[src/shared/tofi2c_pkg.sv]
// Constants and types shared by the ranging sensor I2C target port
//
// Contract
// [RULE1] Target answers address byte 0x52 only
// [RULE2] Address LSB: zero write, one read
// [RULE3] Every byte followed by one acknowledge bit
// [RULE4] Data sampled on rising SCL edge
// [RULE5] Start/stop are SDA edges during high SCL
// [RULE6] Host opens with start, ends stop/restart
// [RULE7] Matching address acknowledged, direction bit latched
// [RULE8] Write carries 16-bit index after address
// [RULE9] Write bytes shifted in, acked, then stored
// [RULE10] Read loads register, shifts out on falling SCL
// [RULE11] Host acks read bytes, releases to stop
// [RULE12] Only host ends; target then releases SDA
// [RULE13] Index increments by one per data byte
// [RULE14] Target drives lines only low, never high
// [RULE15] Result ready pulls interrupt output low
// [RULE16] Ranging held while interrupt stays uncleared
// [RULE17] Host reads result then clears interrupt
// [RULE18] Ranging repeats every 33 ms period
// [RULE19] Shutdown low holds hardware standby, bus silent
// [RULE20] Boot within 1.2 ms then software standby
// [RULE21] Host releases shutdown only with bus idle
// [RULE22] Shutdown raised only with main supply on
// [RULE23] Multi-byte values MSB first, ascending addresses
// [RULE24] Read preceded by index-only write message
// [RULE25] Index retained across stop for next read
package tofi2c_pkg;
	// ------------------------------------------------------------
	// Bus constants
	// ------------------------------------------------------------
	localparam logic [6:0]  DEV_ADDR       = 7'h29;   // Seven-bit form of byte 0x52
	localparam int          INDEX_W        = 16;      // Register index width
	localparam int          DATA_W         = 8;       // Register width
	localparam int          SYS_CLK_HZ     = 10000000; // System clock rate
	// ------------------------------------------------------------
	// Timing constants
	// ------------------------------------------------------------
	localparam int          BOOT_TIME_US10 = 12;      // Boot time in tenths of ms (1.2 ms)
	localparam int          BOOT_CYCLES    = BOOT_TIME_US10 * (SYS_CLK_HZ / 10000);
	localparam int          RANGE_TIME_MS  = 33;      // Ranging operation time in ms
	localparam int          RANGE_CYCLES   = RANGE_TIME_MS * (SYS_CLK_HZ / 1000);
	// ------------------------------------------------------------
	// Mirror register map of the ranging side
	// ------------------------------------------------------------
	localparam logic [15:0] IDX_RESULT     = 16'h0000; // Result byte, MSB (two bytes)
	localparam logic [15:0] IDX_STATUS     = 16'h0002; // Bit0 shows ready
	localparam logic [15:0] IDX_INT_CLEAR  = 16'h0003; // Write bit0 to clear ready
	localparam logic [15:0] IDX_START      = 16'h0004; // Write bit0 to start ranging
	localparam int          STORE_DEPTH    = 64;      // Stored registers
	// ------------------------------------------------------------
	// States
	// ------------------------------------------------------------
	typedef enum logic [2:0] {
		TOFI_IDLE  = 3'b000,   // Waiting for start
		TOFI_ADDR  = 3'b001,   // Receiving address byte
		TOFI_AACK  = 3'b011,   // Driving address acknowledge
		TOFI_WRX   = 3'b010,   // Receiving write byte
		TOFI_WACK  = 3'b110,   // Driving write acknowledge
		TOFI_RTX   = 3'b111,   // Sending read byte
		TOFI_RACK  = 3'b101    // Sampling host acknowledge
	} tofi_state_type;
	typedef enum logic [1:0] {
		TOFI_HW_STBY = 2'b00,  // Hardware standby state
		TOFI_BOOT    = 2'b01,  // Firmware boot state
		TOFI_SW_STBY = 2'b11   // Software standby state
	} tofi_power_type;
endpackage

[src/logic/tofi2c_target.sv]
// I2C target port with ranging handshake and shutdown boot
`timescale 1ns/10ps
module tofi2c_target #(
	parameter int BOOT_CYCLES  = tofi2c_pkg::BOOT_CYCLES,  // Boot wait
	parameter int RANGE_CYCLES = tofi2c_pkg::RANGE_CYCLES  // Ranging period
) (
	// Clock and reset
	input  wire logic       i_sys_clk,
	input  wire logic       i_reset,
	// Power control
	input  wire logic       i_shutdown_n_input,
	// I2C lines
	input  wire logic       i_scl,
	output logic            o_scl_out,
	output logic            o_scl_oe,
	input  wire logic       i_sda,
	output logic            o_sda_out,
	output logic            o_sda_oe,
	// Interrupt line
	output logic            o_ready_irq_output_out,
	output logic            o_ready_irq_output_oe,
	// Result source from the ranging core
	input  wire logic [15:0] i_result,
	// Status
	output logic [1:0]      o_power_state
);
	// ------------------------------------------------------------
	// Input synchronisers
	// ------------------------------------------------------------
	logic [1:0] scl_sync_q;     // SCL two-stage
	logic [1:0] sda_sync_q;     // SDA two-stage
	logic [1:0] shd_sync_q;     // Shutdown two-stage
	logic       scl_q;          // Previous synced SCL
	logic       sda_q;          // Previous synced SDA

	// Two flops on each of SCL, SDA and shutdown
	always_ff @(posedge i_sys_clk or posedge i_reset) begin
		if (i_reset) begin
			scl_sync_q <= 2'h3;
			sda_sync_q <= 2'h3;
			shd_sync_q <= 2'h0;
			scl_q      <= 1'h1;
			sda_q      <= 1'h1;
		end else begin
			scl_sync_q <= {scl_sync_q[0], i_scl};
			sda_sync_q <= {sda_sync_q[0], i_sda};
			shd_sync_q <= {shd_sync_q[0], i_shutdown_n_input};
			scl_q      <= scl_sync_q[1];
			sda_q      <= sda_sync_q[1];
		end
	end

	wire scl_s     = scl_sync_q[1];           // Synced SCL
	wire sda_s     = sda_sync_q[1];           // Synced SDA
	wire shd_n_s   = shd_sync_q[1];           // Synced shutdown
	wire scl_rise  = scl_s & ~scl_q;          // Sample point
	wire scl_fall  = ~scl_s & scl_q;          // Drive point
	wire start_det = scl_s & scl_q & sda_q & ~sda_s; // RULE5
	wire stop_det  = scl_s & scl_q & ~sda_q & sda_s; // RULE5

	// ------------------------------------------------------------
	// Power sequencing
	// ------------------------------------------------------------
	tofi2c_pkg::tofi_power_type pwr_q;        // Power state
	logic [31:0] boot_cnt_q;                  // Boot counter
	wire   awake = (pwr_q == tofi2c_pkg::TOFI_SW_STBY); // Bus usable

	// Standby, boot, then software standby
	always_ff @(posedge i_sys_clk or posedge i_reset) begin
		if (i_reset) begin
			pwr_q      <= tofi2c_pkg::TOFI_HW_STBY;
			boot_cnt_q <= 32'h0;
		end else if (!shd_n_s) begin
			pwr_q      <= tofi2c_pkg::TOFI_HW_STBY;   // RULE19
			boot_cnt_q <= 32'h0;
		end else begin
			case (pwr_q)
				tofi2c_pkg::TOFI_HW_STBY: begin
					pwr_q <= tofi2c_pkg::TOFI_BOOT;
				end
				tofi2c_pkg::TOFI_BOOT: begin
					boot_cnt_q <= boot_cnt_q + 32'h1;
					if (boot_cnt_q >= 32'(BOOT_CYCLES - 1)) begin
						pwr_q <= tofi2c_pkg::TOFI_SW_STBY; // RULE20
					end
				end
				default: begin
					pwr_q <= tofi2c_pkg::TOFI_SW_STBY;
				end
			endcase
		end
	end
	assign o_power_state = pwr_q;

	// ------------------------------------------------------------
	// Protocol engine
	// ------------------------------------------------------------
	tofi2c_pkg::tofi_state_type st_q;          // Bus state
	logic [2:0]  bit_q;                        // Bit counter
	logic [7:0]  sh_q;                         // Serial/parallel register
	logic        rw_q;                         // Latched direction
	logic [1:0]  wcnt_q;                       // Write byte number
	logic [15:0] idx_q;                        // Current index
	logic        sda_drv_q;                    // Pull SDA low
	logic        wr_stb_q;                     // Store strobe
	logic [15:0] wr_idx_q;                     // Store address
	logic [7:0]  wr_dat_q;                     // Store data
	logic [7:0]  mem_q [tofi2c_pkg::STORE_DEPTH]; // Register storage
	logic        ready_q;                      // Result ready
	logic [15:0] res_q;                        // Held result
	logic        run_q;                        // Ranging enabled

	wire [7:0] rx_byte  = {sh_q[6:0], sda_s};  // Byte with last bit
	logic       full_q;                        // Eight bits taken since last byte end
	logic [7:0] rd_now;                        // Register at the current index

	// Register read decode
	function automatic logic [7:0] rd_reg(input logic [15:0] idx);
		if (idx == tofi2c_pkg::IDX_RESULT) begin
			rd_reg = res_q[15:8];                // RULE23
		end else if (idx == tofi2c_pkg::IDX_RESULT + 16'h1) begin
			rd_reg = res_q[7:0];
		end else if (idx == tofi2c_pkg::IDX_STATUS) begin
			rd_reg = {7'h0, ready_q};            // RULE15
		end else if (idx < 16'(tofi2c_pkg::STORE_DEPTH)) begin
			rd_reg = mem_q[idx[5:0]];
		end else begin
			rd_reg = 8'h0;
		end
	endfunction

	// Live read value, so that its top bit can be taken on its own
	always_comb begin
		rd_now = rd_reg(idx_q);
	end

	// Bus state machine
	always_ff @(posedge i_sys_clk or posedge i_reset) begin
		if (i_reset) begin
			st_q      <= tofi2c_pkg::TOFI_IDLE;
			bit_q     <= 3'h0;
			sh_q      <= 8'h0;
			rw_q      <= 1'h0;
			wcnt_q    <= 2'h0;
			idx_q     <= 16'h0;
			sda_drv_q <= 1'h0;
			wr_stb_q  <= 1'h0;
			wr_idx_q  <= 16'h0;
			wr_dat_q  <= 8'h0;
			full_q    <= 1'h0;
		end else begin
			wr_stb_q <= 1'h0;
			if (!awake) begin
				st_q      <= tofi2c_pkg::TOFI_IDLE;     // RULE19
				sda_drv_q <= 1'h0;
				full_q    <= 1'h0;
			end else if (start_det) begin
				st_q      <= tofi2c_pkg::TOFI_ADDR;     // RULE6
				bit_q     <= 3'h0;
				sda_drv_q <= 1'h0;
				full_q    <= 1'h0;                      // Fall after a start ends no byte
			end else if (stop_det) begin
				st_q      <= tofi2c_pkg::TOFI_IDLE;     // RULE12 RULE25
				sda_drv_q <= 1'h0;
			end else begin
				case (st_q)
					tofi2c_pkg::TOFI_ADDR, tofi2c_pkg::TOFI_WRX: begin
						if (scl_rise) begin
							sh_q   <= rx_byte;            // RULE4
							bit_q  <= bit_q + 3'h1;
							full_q <= (bit_q == 3'h7);    // Eighth bit closes the byte
						end else if (scl_fall && full_q) begin
							// Byte complete, acknowledge slot begins
							full_q <= 1'h0;
							if (st_q == tofi2c_pkg::TOFI_ADDR) begin
								if (sh_q[7:1] == tofi2c_pkg::DEV_ADDR) begin // RULE1
									rw_q      <= sh_q[0];     // RULE2 RULE7
									wcnt_q    <= 2'h0;
									sda_drv_q <= 1'h1;
									st_q      <= tofi2c_pkg::TOFI_AACK;
								end else begin
									st_q <= tofi2c_pkg::TOFI_IDLE;
								end
							end else begin
								sda_drv_q <= 1'h1;            // RULE3 RULE9
								st_q      <= tofi2c_pkg::TOFI_WACK;
								if (wcnt_q == 2'h0) begin
									idx_q[15:8] <= sh_q;      // RULE8
									wcnt_q      <= 2'h1;
								end else if (wcnt_q == 2'h1) begin
									idx_q[7:0] <= sh_q;
									wcnt_q     <= 2'h2;
								end else begin
									wr_stb_q <= 1'h1;         // RULE9
									wr_idx_q <= idx_q;
									wr_dat_q <= sh_q;
									idx_q    <= idx_q + 16'h1; // RULE13
								end
							end
						end
					end
					tofi2c_pkg::TOFI_AACK: begin
						if (scl_fall) begin
							if (rw_q) begin
								sh_q      <= rd_now;          // RULE10
								sda_drv_q <= ~rd_now[7];
								bit_q     <= 3'h0;
								st_q      <= tofi2c_pkg::TOFI_RTX;
							end else begin
								sda_drv_q <= 1'h0;
								bit_q     <= 3'h0;
								st_q      <= tofi2c_pkg::TOFI_WRX;
							end
						end
					end
					tofi2c_pkg::TOFI_WACK: begin
						if (scl_fall) begin
							sda_drv_q <= 1'h0;
							bit_q     <= 3'h0;
							st_q      <= tofi2c_pkg::TOFI_WRX;
						end
					end
					tofi2c_pkg::TOFI_RTX: begin
						if (scl_fall) begin
							bit_q <= bit_q + 3'h1;
							if (bit_q == 3'h7) begin
								sda_drv_q <= 1'h0;            // RULE3
								idx_q     <= idx_q + 16'h1;   // RULE13
								st_q      <= tofi2c_pkg::TOFI_RACK;
							end else begin
								sda_drv_q <= ~sh_q[3'h6 - bit_q]; // RULE10
							end
						end
					end
					tofi2c_pkg::TOFI_RACK: begin
						if (scl_rise) begin
							sh_q <= rd_reg(idx_q);
							if (sda_s) begin
								st_q <= tofi2c_pkg::TOFI_IDLE; // RULE11 RULE12
							end
						end else if (scl_fall) begin
							sda_drv_q <= ~sh_q[7];
							bit_q     <= 3'h0;
							st_q      <= tofi2c_pkg::TOFI_RTX;
						end
					end
					default: begin
						sda_drv_q <= 1'h0;
					end
				endcase
			end
		end
	end

	// ------------------------------------------------------------
	// Register storage and ranging handshake
	// ------------------------------------------------------------
	wire   clr_hit   = wr_stb_q && wr_idx_q == tofi2c_pkg::IDX_INT_CLEAR && wr_dat_q[0];
	wire   start_hit = wr_stb_q && wr_idx_q == tofi2c_pkg::IDX_START;
	logic [31:0] rng_cnt_q;                    // Ranging timer
	wire   rng_done  = run_q && !ready_q && rng_cnt_q >= 32'(RANGE_CYCLES - 1);

	// Writes into storage
	always_ff @(posedge i_sys_clk) begin
		if (wr_stb_q && wr_idx_q < 16'(tofi2c_pkg::STORE_DEPTH)) begin
			mem_q[wr_idx_q[5:0]] <= wr_dat_q;          // RULE9
		end
	end

	// Ranging cycle held while ready stands
	always_ff @(posedge i_sys_clk or posedge i_reset) begin
		if (i_reset) begin
			ready_q   <= 1'h0;
			run_q     <= 1'h0;
			rng_cnt_q <= 32'h0;
			res_q     <= 16'h0;
		end else if (!awake) begin
			ready_q   <= 1'h0;
			run_q     <= 1'h0;
			rng_cnt_q <= 32'h0;
		end else begin
			if (start_hit) begin
				run_q <= wr_dat_q[0];
			end
			if (rng_done) begin
				ready_q   <= 1'h1;                       // RULE15
				res_q     <= i_result;
				rng_cnt_q <= 32'h0;
			end else if (clr_hit) begin
				ready_q <= 1'h0;                         // RULE16
			end else if (run_q && !ready_q) begin
				rng_cnt_q <= rng_cnt_q + 32'h1;          // RULE18
			end
		end
	end

	// ------------------------------------------------------------
	// Open-drain outputs
	// ------------------------------------------------------------
	assign o_sda_out              = 1'h0;      // RULE14
	assign o_sda_oe               = sda_drv_q;
	assign o_scl_out              = 1'h0;
	assign o_scl_oe               = 1'h0;      // No clock stretching
	assign o_ready_irq_output_out = 1'h0;
	assign o_ready_irq_output_oe  = ready_q;   // RULE15
endmodule

[config.mk]
export PLATFORM = sky130hd
export DESIGN_NAME = tofi2c_target
export DESIGN_NICKNAME = d
export VERILOG_FILES = /design/src/shared/tofi2c_pkg.sv /design/src/logic/tofi2c_target.sv
export SDC_FILE = /design/constraint.sdc
export NUM_CORES = 1
export LEC_CHECK = 0
export BUFFER_PORTS_ARGS = -buffer_cell sky130_fd_sc_hd__buf_4
export CAP_MARGIN = 10
export CORE_MARGIN = 3
export CORE_UTILIZATION = 57
export DETAILED_ROUTE_END_ITERATION = 10
export PLACE_DENSITY = 0.76
export SYNTH_ARGS = -nofsm -noshare
export SYNTH_HDL_FRONTEND = slang
export SYNTH_SLANG_ARGS = --single-unit
[constraint.sdc]
create_clock -name i_sys_clk -period 5.2 [get_ports i_sys_clk]
set_input_delay 1.04 -clock i_sys_clk [delete_from_list [all_inputs] [get_ports i_sys_clk]]
set_output_delay 1.04 -clock i_sys_clk [all_outputs]
set_load 0.01 [all_outputs]
==> results of run 1 <==
## power groups by stage
| stage | sequential, mW | combinational [mW] | clock [mW] |
|---|---|---|---|
| CTS | 5.68 | 0.0670 | 5.17 |
| global route | 5.68 | 0.0747 | 5.39 |
| detailed placement | 5.79 | 0.0668 | 0 |
| floorplan | 5.78 | 0.0424 | 0 |
| global placement | 5.79 | 0.0647 | 0 |
| finish | 5.68 | 0.0651 | 5.11 |
## flip-flops by register name, indices dropped and copies added (netlist names), 3 cells and up
signal,flops
idx_q,16
wr_dat_q,8
bit_q,3
boot_cnt_q,32
st_q,3
rng_cnt_q,32
sh_q,8
mem_q,512
wr_idx_q,16
res_q,16
## worst max-delay path by stage
stage / start / to / slack [ns] / depth (start not counted)
after CTS: idx_q[0]$_DFFE_PP0P_ / o_sda_oe$_DFFE_PP0P_ / 1.50 / 7
after detailed placement: idx_q[0]$_DFFE_PP0P_ / o_sda_oe$_DFFE_PP0P_ / 1.53 / 7
after global placement: idx_q[0]$_DFFE_PP0P_ / o_sda_oe$_DFFE_PP0P_ / 1.53 / 7
after floorplan: i_reset / bit_q[0]$_DFFE_PP0P_ / 0.08 / 1
after global routing: idx_q[0]$_DFFE_PP0P_ / o_sda_oe$_DFFE_PP0P_ / 1.19 / 7
final: idx_q[0]$_DFFE_PP0P_ / o_sda_oe$_DFFE_PP0P_ / 1.22 / 7
## routing by layer
layer  wire, microns  vias up  global-route usage, %
li1                -     7270                      -
met2           31150      919                  39.28
met5               0        -                      0
met1           25990     8452                  35.74
met4            2707        0                  10.35
met3            6539      188                  5.907
## stage by stage
stage / instance area (sq um) / cells
finish: 31310 / 2606
global route: 31310 / 2604
CTS: 31300 / 2603
detailed placement: 28950 / 2478
global placement: 28950 / 2478
floorplan: 28340 / 1866
## cell families after synthesis
family / share of synthesized area, %
adder cells (fa/ha/maj): 0.5300
AO/OA/AOI/OAI: 5.994
buffers and inverters: 2.376
other: 0.01324
multiplexers: 12.87
AND/OR/NAND/NOR: 9.001
XOR/XNOR: 1.484
flip-flops: 67.73
## critical path, delay by kind of cell (launching register included)
family / cells / cell delay (ns)
multiplexers: 1 / 0.36
flip-flops: 1 / 0.88
AND/OR/NAND/NOR: 1 / 0.11
AO/OA/AOI/OAI: 4 / 1.84
buffers and inverters: 1 / 0.58
## layout make-up
cell class / instances / area share [%]
repair buffers: 46 / 1.143
multi-input cells: 1084 / 27.09
clock inverters: 35 / 1.331
clock buffers: 90 / 6.166
well taps: 664 / 2.653
diodes: 2 / 0.01598
flip-flops and latches: 664 / 61.33
inverters: 21 / 0.2677
## layout by cell type (no fill, tap or decap), types with 21 or more instances in the layout
cell type	synthesis	layout
nor2b_1	24	24
mux2i_1	106	106
nor3_1	44	44
a22oi_1	33	33
and2_1	33	33
mux2_2	50	50
clkbuf_16	0	73
xnor2_1	36	36
buf_4	20	45
and3_1	21	21
nand3_1	52	52
a21oi_1	73	73
mux4_2	70	70
edfxtp_1	512	512
nor2_1	117	117
dfrtp_1	146	135
o21ai_0	38	38
nand2_1	147	147
==> impl_metrics.csv, run 1 <==
group,metric,value,unit
timing,finalHoldViolations,0,
die,die_w,228.9,microns
critical_path,worstSetupPathType,"flop to flop",
global_routing,grt_max_degree,116,
timing,worst_slew_pin_slew,1.266,ns
timing,grt_setup_unrepaired,"false",
hold_path,whs_endpoint,"shd_sync_q[1]$_DFF_PP0_",
hold_path,whs_path_depth,0,
clocking,clk_pin_slew,0.06,ns
pwr,power_density,346.5,mW/mm^2
hold_path,hp-start,"shd_sync_q[0]$_DFF_PP0_",
clocking,clk_path_buf_depth,3,
logic_synthesis,synthArstFlopShare,22.89,%
pwr,comb_power_share,0.6,%
route,final_antenna_net_count,0,
critical_path,cp.required,5.66,ns
die,std_cell_rows,81,
finish,num-fill-cells,3411,
global_routing,grt_overflow_total,0,
timing,drv_slew,0,
critical_path,crit_arrival,4.44,ns
die,ios,29,
timing,timing.setup.tns,0,ns
clocking,htree_levels,3,
global_routing,groute.usage.overall,25.53,%
critical_path,end_kind,"flop",
critical_path,slowest_delay,1.05,ns
route,viasPerCell,6.458,
logic_synthesis,synth_top_area_cell,"edfxtp_1",
placement,place_ws,1.527,ns
timing,whs,0.3439,ns
hold_path,hold_path.class,"flop to flop",
timing,fin_skew,0.02772,ns
logic_synthesis,yosysWarnings,0,
critical_path,r2r-start,"idx_q[0]$_DFFE_PP0P_",
critical_path,reg2reg_to,"o_sda_oe$_DFFE_PP0P_",
logic_synthesis,ys_top_cells_by_count,"edfxtp_1 (512), nand2_1 (147), dfrtp_1 (146)",
pwr,fin_total_pwr,10.85,mW
route,routed_wl,66.39,mm
finish,ff_latch_area,0.01920,sq mm
placement,dp_hpwl,40.75,mm
clocking,post-cts-setup-buffers,0,
critical_path,reg2reg_depth,7,
critical_path,critPathLaunchType,"flop",
critical_path,worstPathCellList,"buf_12 > mux4_1 > or3_1 > o31ai_1 > a2111oi_0 > a311oi_1 > o41a_1",
clocking,postCtsHoldBufs,0,
logic_synthesis,synth_edf_count,512,
logic_synthesis,yosysMostFrequentCell,"edfxtp_1",
run_status,outcome,"complete, no violations",
global_routing,grt_pass1_wl,102.1,mm
die,die_h,228.9,microns
finish,fin_nets,1920,
timing,setup_ws,1.225,ns
pwr,pwr-share-clk,47.1,%
finish,utilization,63.84,%
route,drtIter0Drc,1991,
die,floorplan.initialDensity,57.75,%
global_routing,grt_antenna_before_repair,1,
route,vias,16829,
timing,max_slew_margin,15.46,%
pwr,p_sw_share,18.88,%
placement,numPortBuffers,24,
logic_synthesis,avgSynthCellArea,15.21,sq um
timing,period_needed,3.975,ns
logic_synthesis,synth_cells,1863,
global_routing,grt_pass1_vias,16574,
finish,multi_input_area,0.008483,sq mm
finish,area_growth,10.53,%
logic_synthesis,synth_top_area_share,54.27,%
timing,setup_violations,0,
placement,gp_congestion,0.9046,
route,drc,0,
critical_path,critical_path.slowest_cell,"a2111oi_0",
pwr,p_leak,9.282,nW
pwr,p_switching,2.048,mW
critical_path,r2r_slack,1.22,ns
timing,period_share,76.45,%
logic_synthesis,yosysUniqueCellTypes,76,
logic_synthesis,synth_ff_type,"edfxtp_1",
clocking,cts_resized,0,
clocking,clock_latency,0.60,ns
pwr,peakVddDrop,0.2947,mV
pwr,seq_power_share,52.3,%
clocking,cts_tree,"built",
pwr,power.internal,8.802,mW
run,cap_violations,0,
finish,layout-drive-gt1-share,15.41,%
clocking,cts_buffers,70,
logic_synthesis,synth_area,0.02833,sq mm
route,wl_per_cell,25.48,microns
clocking,cts-root-buf,"clkbuf_16",
die,core_area,0.04905,sq mm
critical_path,worst-path-max-fanout,85,
clocking,cts_sinks,664,
logic_synthesis,yosysSeqAreaShare,67.73,%
timing,max_freq,0.2516,GHz
route,firstDrtPassIters,6,
die,fp.dieArea,0.05241,sq mm
logic_synthesis,yosys-top-cells-area,"edfxtp_1 (54%), dfrtp_1 (13%), mux4_2 (5.6%), mux2i_1 (3.7%), mux2_2 (2.0%)",
logic_synthesis,synth-seq-cells,664,
Note: power is estimated with default switching activity, not from simulation.
==> inputs of run 2 (changes only) <==
CORE_UTILIZATION = 61   (was 57)
PLACE_DENSITY = 0.77   (was 0.76)
clock period = 3.8 ns   (was 5.2 ns; I/O delays follow)
==> run 2 against run 1 <==
Global-route usage increased by 2.5 points. Total power increased by 29%. Critical path depth unchanged.
==> impl_metrics.csv, run 2 (synthesis gave the netlist of run 1 again) <==
group,metric,value,unit
route,drtIter0Drc,2346,
global_routing,grt_pass1_wl,104.5,mm
global_routing,grt_overflow_total,0,
finish,layout-drive-gt1-share,17.41,%
timing,max_slew_margin,15.71,%
hold_path,whs_path_depth,1,
die,die_w,221.5,microns
route,top_layer,"met4",
timing,grt_setup_unrepaired,"false",
timing,period_share,84.51,%
finish,antenna_cells,0,
clocking,cts_buffers,61,
clocking,cts_tree,"built",
route,wl_per_cell,26.52,microns
timing,max_freq,0.3114,GHz
clocking,clk_pin_slew,0.06,ns
placement,numPortBuffers,24,
finish,num-fill-cells,2902,
placement,dp_hpwl,43.69,mm
critical_path,worstPathCellList,"buf_4 > mux4_2 > nand2_1 > and3_1 > a2111oi_0 > a311oi_1 > o41a_1",
timing,drv_slew,0,
placement,place_ws,0.7658,ns
finish,largest_reg_flops,512,
clocking,postCtsHoldBufs,0,
critical_path,critical_path.slowest_cell,"dfrtp_4",
clocking,clock_latency,0.66,ns
route,dr_wl_met2,30.95,mm
finish,fin_area,0.03138,sq mm
global_routing,grt_pass1_vias,16933,
route,final_antenna_net_count,0,
global_routing,grt_antenna_before_repair,0,
critical_path,slowest_delay,0.69,ns
clocking,clk_path_buf_depth,3,
die,floorplan.initialDensity,62.02,%
timing,timing.setup.tns,0,ns
timing,worst_slew_pin_slew,1.264,ns
route,viasPerCell,6.658,
clocking,cts_resized,0,
critical_path,critPathLaunchType,"flop",
clocking,cts_sinks,664,
finish,layout_common_cells,"edfxtp_1 (512), nand2_1 (147), dfrtp_1 (135)",
route,routed_wl,68.62,mm
placement,gp_congestion,1.018,
pwr,power_density,446.7,mW/mm^2
die,core_area,0.04567,sq mm
clocking,cts-root-buf,"clkbuf_16",
finish,utilization,68.70,%
route,drc,0,
timing,setup_ws,0.5886,ns
critical_path,worstSetupPathType,"flop to flop",
critical_path,crit_arrival,3.81,ns
clocking,htree_levels,2,
die,fp.dieArea,0.04906,sq mm
critical_path,reg2reg_depth,7,
hold_path,hold_path.class,"primary input to flop",
critical_path,worst-path-max-fanout,34,
run,cap_violations,0,
timing,finalHoldViolations,0,
die,ios,29,
finish,finalNonFillerCells,2587,
die,std_cell_rows,78,
critical_path,end_kind,"flop",
finish,area_growth,10.77,%
route,wl_met1,26.43,mm
clocking,post-cts-setup-buffers,0,
placement,dp_cells,2470,
critical_path,cp.required,4.40,ns
route,firstDrtPassIters,7,
run_status,outcome,"complete, no violations",
timing,period_needed,3.211,ns
finish,fin_nets,1968,
die,die_h,221.5,microns
finish,multi_input_area,0.008481,sq mm
finish,ff_latch_area,0.01920,sq mm
route,vias,17225,
timing,fin_skew,0.05196,ns
pwr,peakVddDrop,0.4474,mV
timing,setup_violations,0,
finish,final_common_cell,"edfxtp_1",
placement,place_area,0.02933,sq mm
pwr,p_leak,9.431,nW
global_routing,grt_max_degree,68,
global_routing,groute.usage.overall,28.03,%
route,wl_met3,7.982,mm
[run 2: cell count changes in the layout (fill, tap and decap cells not counted), moves of 2 or more]
cell / change
a2111oi_0: +2
a2111oi_1: -2
buf_12: +5
buf_4: +52
bufinv_16: -4
clkbuf_1: +4
clkbuf_16: -12
clkinv_1: -4
clkinv_2: +3
diode_2: -2
inv_6: -2
[run 2: worst paths after layout]
path / start / end / slack (ns)
max: idx_q[1]$_DFFE_PP0P_ / o_sda_oe$_DFFE_PP0P_ / 0.59
min: i_scl / scl_sync_q[0]$_DFF_PP1_ / 0.23
max reg2reg: idx_q[1]$_DFFE_PP0P_ / o_sda_oe$_DFFE_PP0P_ / 0.59
min reg2reg: sda_sync_q[0]$_DFF_PP1_ / sda_sync_q[1]$_DFF_PP1_ / 0.36
max in group asynchronous: i_reset / idx_q[2]$_DFFE_PP0P_ / 2.70
min in group asynchronous: i_reset / boot_cnt_q[31]$_DFFE_PP0P_ / 0.30
[run 2: layout make-up]
cell class / count / share of cell area [%]
sequential: 664 / 61.20
clock inverter: 32 / 1.128
inverter: 21 / 0.2632
tap: 600 / 2.392
clock buffer: 83 / 5.287
timing repair buffer: 103 / 2.703
multi-input combinational: 1084 / 27.03
[run 2: metal layers]
layer / up-vias / GRT usage [%]
li1: 7350 / -
met2: 1026 / 41.84
met3: 219 / 7.467
met4: 0 / 11.62
met1: 8630 / 39.92
met5: - / 0
[run 2: power by group]
group	internal (mW)	switching (mW)	total (mW)	leakage, nW
Sequential	7.75	0.0200	7.77	5.56
Clock	3.48	2.68	6.15	0.988
Combinational	0.0354	0.0575	0.0929	2.88
Total	11.3	2.75	14.0	9.43
[run 2: worst max-delay path, delay by kind of cell, from the launching register on]
kind / cells / cell delay [ns]
compound gates: 3 / 0.99
flops: 1 / 0.69
buf+inv: 1 / 0.58
mux: 1 / 0.58
simple gates: 2 / 0.29
[run 2: metrics by stage]
| stage | power (mW) | hold slack [ns] |
|---|---|---|
| final | 14.02 | 0.2320 |
| after floorplan | 7.969 | 0.3312 |
| after CTS | 14.08 | 0.2038 |
| after detailed placement | 8.014 | 0.3418 |
| after global placement | 8.012 | 0.3363 |
| after global routing | 14.40 | 0.2151 |
==> inputs of run 3 (changes only) <==
clock period = 3.27 ns   (was 3.8 ns; I/O delays follow)
==> run 3 against run 2 <==
Sequential share of layout area shrank 1.4 points. Design area rose by 2.3%. Cell count up 2.5%. Via count is 1.2% higher. Register-to-register slack lost 0.29 ns. Clock-buffer cell count increased by 10. First-iteration DRC count increased by 1.1%. Worst setup slack worse by 0.29 ns. Largest cell class unchanged. Largest power group unchanged. Highest routed layer unchanged.
==> impl_metrics.csv, run 3 (synthesis gave the netlist of run 1 again) <==
group,metric,value,unit
run_status,outcome,"complete, no violations",
critical_path,worstSetupPathType,"flop to flop",
finish,utilization,70.31,%
critical_path,worst-path-max-fanout,32,
route,firstDrtPassIters,8,
placement,numPortBuffers,24,
pwr,power_density,532.6,mW/mm^2
finish,area_growth,13.36,%
timing,period_share,90.91,%
timing,finalHoldViolations,0,
critical_path,reg2reg_depth,6,
route,viasPerCell,6.576,
pwr,seq_power_share,52.8,%
die,die_w,221.5,microns
hold_path,whs_path_depth,1,
global_routing,grt_max_degree,80,
finish,largest_reg_flops,512,
timing,setup_violations,0,
global_routing,groute.usage.overall,28.92,%
finish,layout-drive-gt1-share,19.94,%
placement,place_area,0.02980,sq mm
finish,fin_area,0.03211,sq mm
finish,layout_common_cells,"edfxtp_1 (512), buf_4 (155), nand2_1 (147)",
die,core_area,0.04567,sq mm
clocking,cts_resized,0,
timing,grt_setup_unrepaired,"false",
run,cap_violations,0,
global_routing,grt_pass1_vias,17243,
clocking,postCtsHoldBufs,0,
hold_path,whs_endpoint,"shd_sync_q[0]$_DFF_PP0_",
finish,ff_latch_area,0.01920,sq mm
finish,multi_input_area,0.008481,sq mm
clocking,cts_sinks,664,
pwr,comb_power_share,0.6,%
hold_path,hold_path.class,"primary input to flop",
clocking,post-cts-setup-buffers,0,
timing,timing.setup.tns,0,ns
die,die_h,221.5,microns
critical_path,end_kind,"flop",
pwr,p_sw_share,18.92,%
clocking,clock_latency,0.60,ns
timing,period_needed,2.973,ns
pwr,p_leak,9.872,nW
clocking,htree_levels,3,
finish,antenna_cells,0,
critical_path,crit_arrival,3.41,ns
die,std_cell_rows,78,
timing,worst_slew_pin_slew,1.232,ns
critical_path,r2r_slack,0.30,ns
pwr,peakVddDrop,0.4659,mV
route,wl_per_cell,26.50,microns
timing,fin_skew,0.01543,ns
timing,max_freq,0.3364,GHz
die,fp.dieArea,0.04906,sq mm
clocking,clk_pin_slew,0.06,ns
route,drtIter0Drc,2372,
clocking,clk_path_buf_depth,3,
pwr,p_switching,3.235,mW
critical_path,cp.required,3.70,ns
pwr,pwr-share-clk,46.6,%
critical_path,critPathLaunchType,"flop",
die,floorplan.initialDensity,62.02,%
route,drc,0,
route,final_antenna_net_count,0,
die,ios,29,
global_routing,grt_pass1_wl,107.1,mm
clocking,cts-root-buf,"clkbuf_16",
placement,place_ws,0.3949,ns
global_routing,grt_antenna_before_repair,0,
timing,max_slew_margin,17.86,%
timing,drv_slew,0,
finish,final_common_cell,"edfxtp_1",
placement,dp_hpwl,43.79,mm
placement,gp_congestion,1.048,
clocking,cts_buffers,67,
route,routed_wl,70.24,mm
timing,setup_ws,0.2973,ns
finish,num-fill-cells,2863,
critical_path,reg2reg_to,"sh_q[4]$_DFFE_PP0P_",
route,vias,17433,
finish,fin_nets,2033,
pwr,power.internal,13.87,mW
global_routing,grt_overflow_total,0,
hold_path,hp-start,"i_shutdown_n_input",
critical_path,r2r-start,"idx_q[0]$_DFFE_PP0P_",
clocking,cts_tree,"built",
==> run 3: cell types whose count changed in the layout (fill, tap and decap cells not counted), moves of 2 or more <==
cell,before,now
clkinv_1,8,10
clkinv_2,14,6
clkbuf_16,61,75
clkbuf_8,5,1
bufinv_16,6,8
buf_4,97,155
==> run 3: how the worst max path moves through the flow <==
stage / from / endpoint / slack [ns]
2_1_floorplan: idx_q[1]$_DFFE_PP0P_ / sh_q[4]$_DFFE_PP0P_ / 0.54
3_3_place_gp: idx_q[0]$_DFFE_PP0P_ / sh_q[4]$_DFFE_PP0P_ / 0.42
3_5_place_dp: idx_q[0]$_DFFE_PP0P_ / sh_q[4]$_DFFE_PP0P_ / 0.39
4_1_cts: idx_q[0]$_DFFE_PP0P_ / sh_q[4]$_DFFE_PP0P_ / 0.38
5_1_grt: idx_q[0]$_DFFE_PP0P_ / sh_q[4]$_DFFE_PP0P_ / 0.23
6_report: idx_q[0]$_DFFE_PP0P_ / sh_q[4]$_DFFE_PP0P_ / 0.30
==> run 3: power by group through the flow <==
| stage | clock network [mW] | registers [mW] | logic [mW] |
|---|---|---|---|
| 2_1_floorplan | 0 | 9.19 | 0.0678 |
| 3_3_place_gp | 0 | 9.20 | 0.106 |
| 3_5_place_dp | 0 | 9.20 | 0.109 |
| 4_1_cts | 8.04 | 9.03 | 0.111 |
| 5_1_grt | 8.39 | 9.02 | 0.122 |
| 6_report | 7.97 | 9.03 | 0.108 |
==> run 3: critical path: stages (launching register included) <==
cell	delay, ns
dfrtp_4	0.81
buf_4	0.43
mux4_1	0.61
a211oi_1	0.46
a2111oi_0	0.15
a211oi_1	0.20
o221ai_1	0.13
==> run 3: final cells by class <==
cell class                 count  share of cell area, %
clock buffer                  93                  6.098
clock inverter                27                  1.033
inverter                      21                 0.2572
multi-input combinational   1084                  26.41
sequential                   664                  59.81
tap                          600                  2.338
timing repair buffer         162                  4.060
==> run 3: per-stage QoR <==
step | std cells | power [mW] | hold slack, ns
after global routing | 2651 | 17.53 | 0.1465
after floorplan | 1866 | 9.261 | 0.3312
after CTS | 2650 | 17.18 | 0.1416
after global placement | 2530 | 9.306 | 0.3327
final | 2651 | 17.10 | 0.1672
after detailed placement | 2530 | 9.310 | 0.3450
==> run 3: routing by layer <==
| metal | vias to the layer above | global-route usage, % | part of all wire [%] |
|---|---|---|---|
| li1 | 7479 | - | - |
| met1 | 8722 | 41.04 | 38 |
| met2 | 1040 | 43.31 | 46 |
| met3 | 192 | 8.288 | 12 |
| met4 | 0 | 11.06 | 4.0 |
| met5 | - | 0 | 0 |
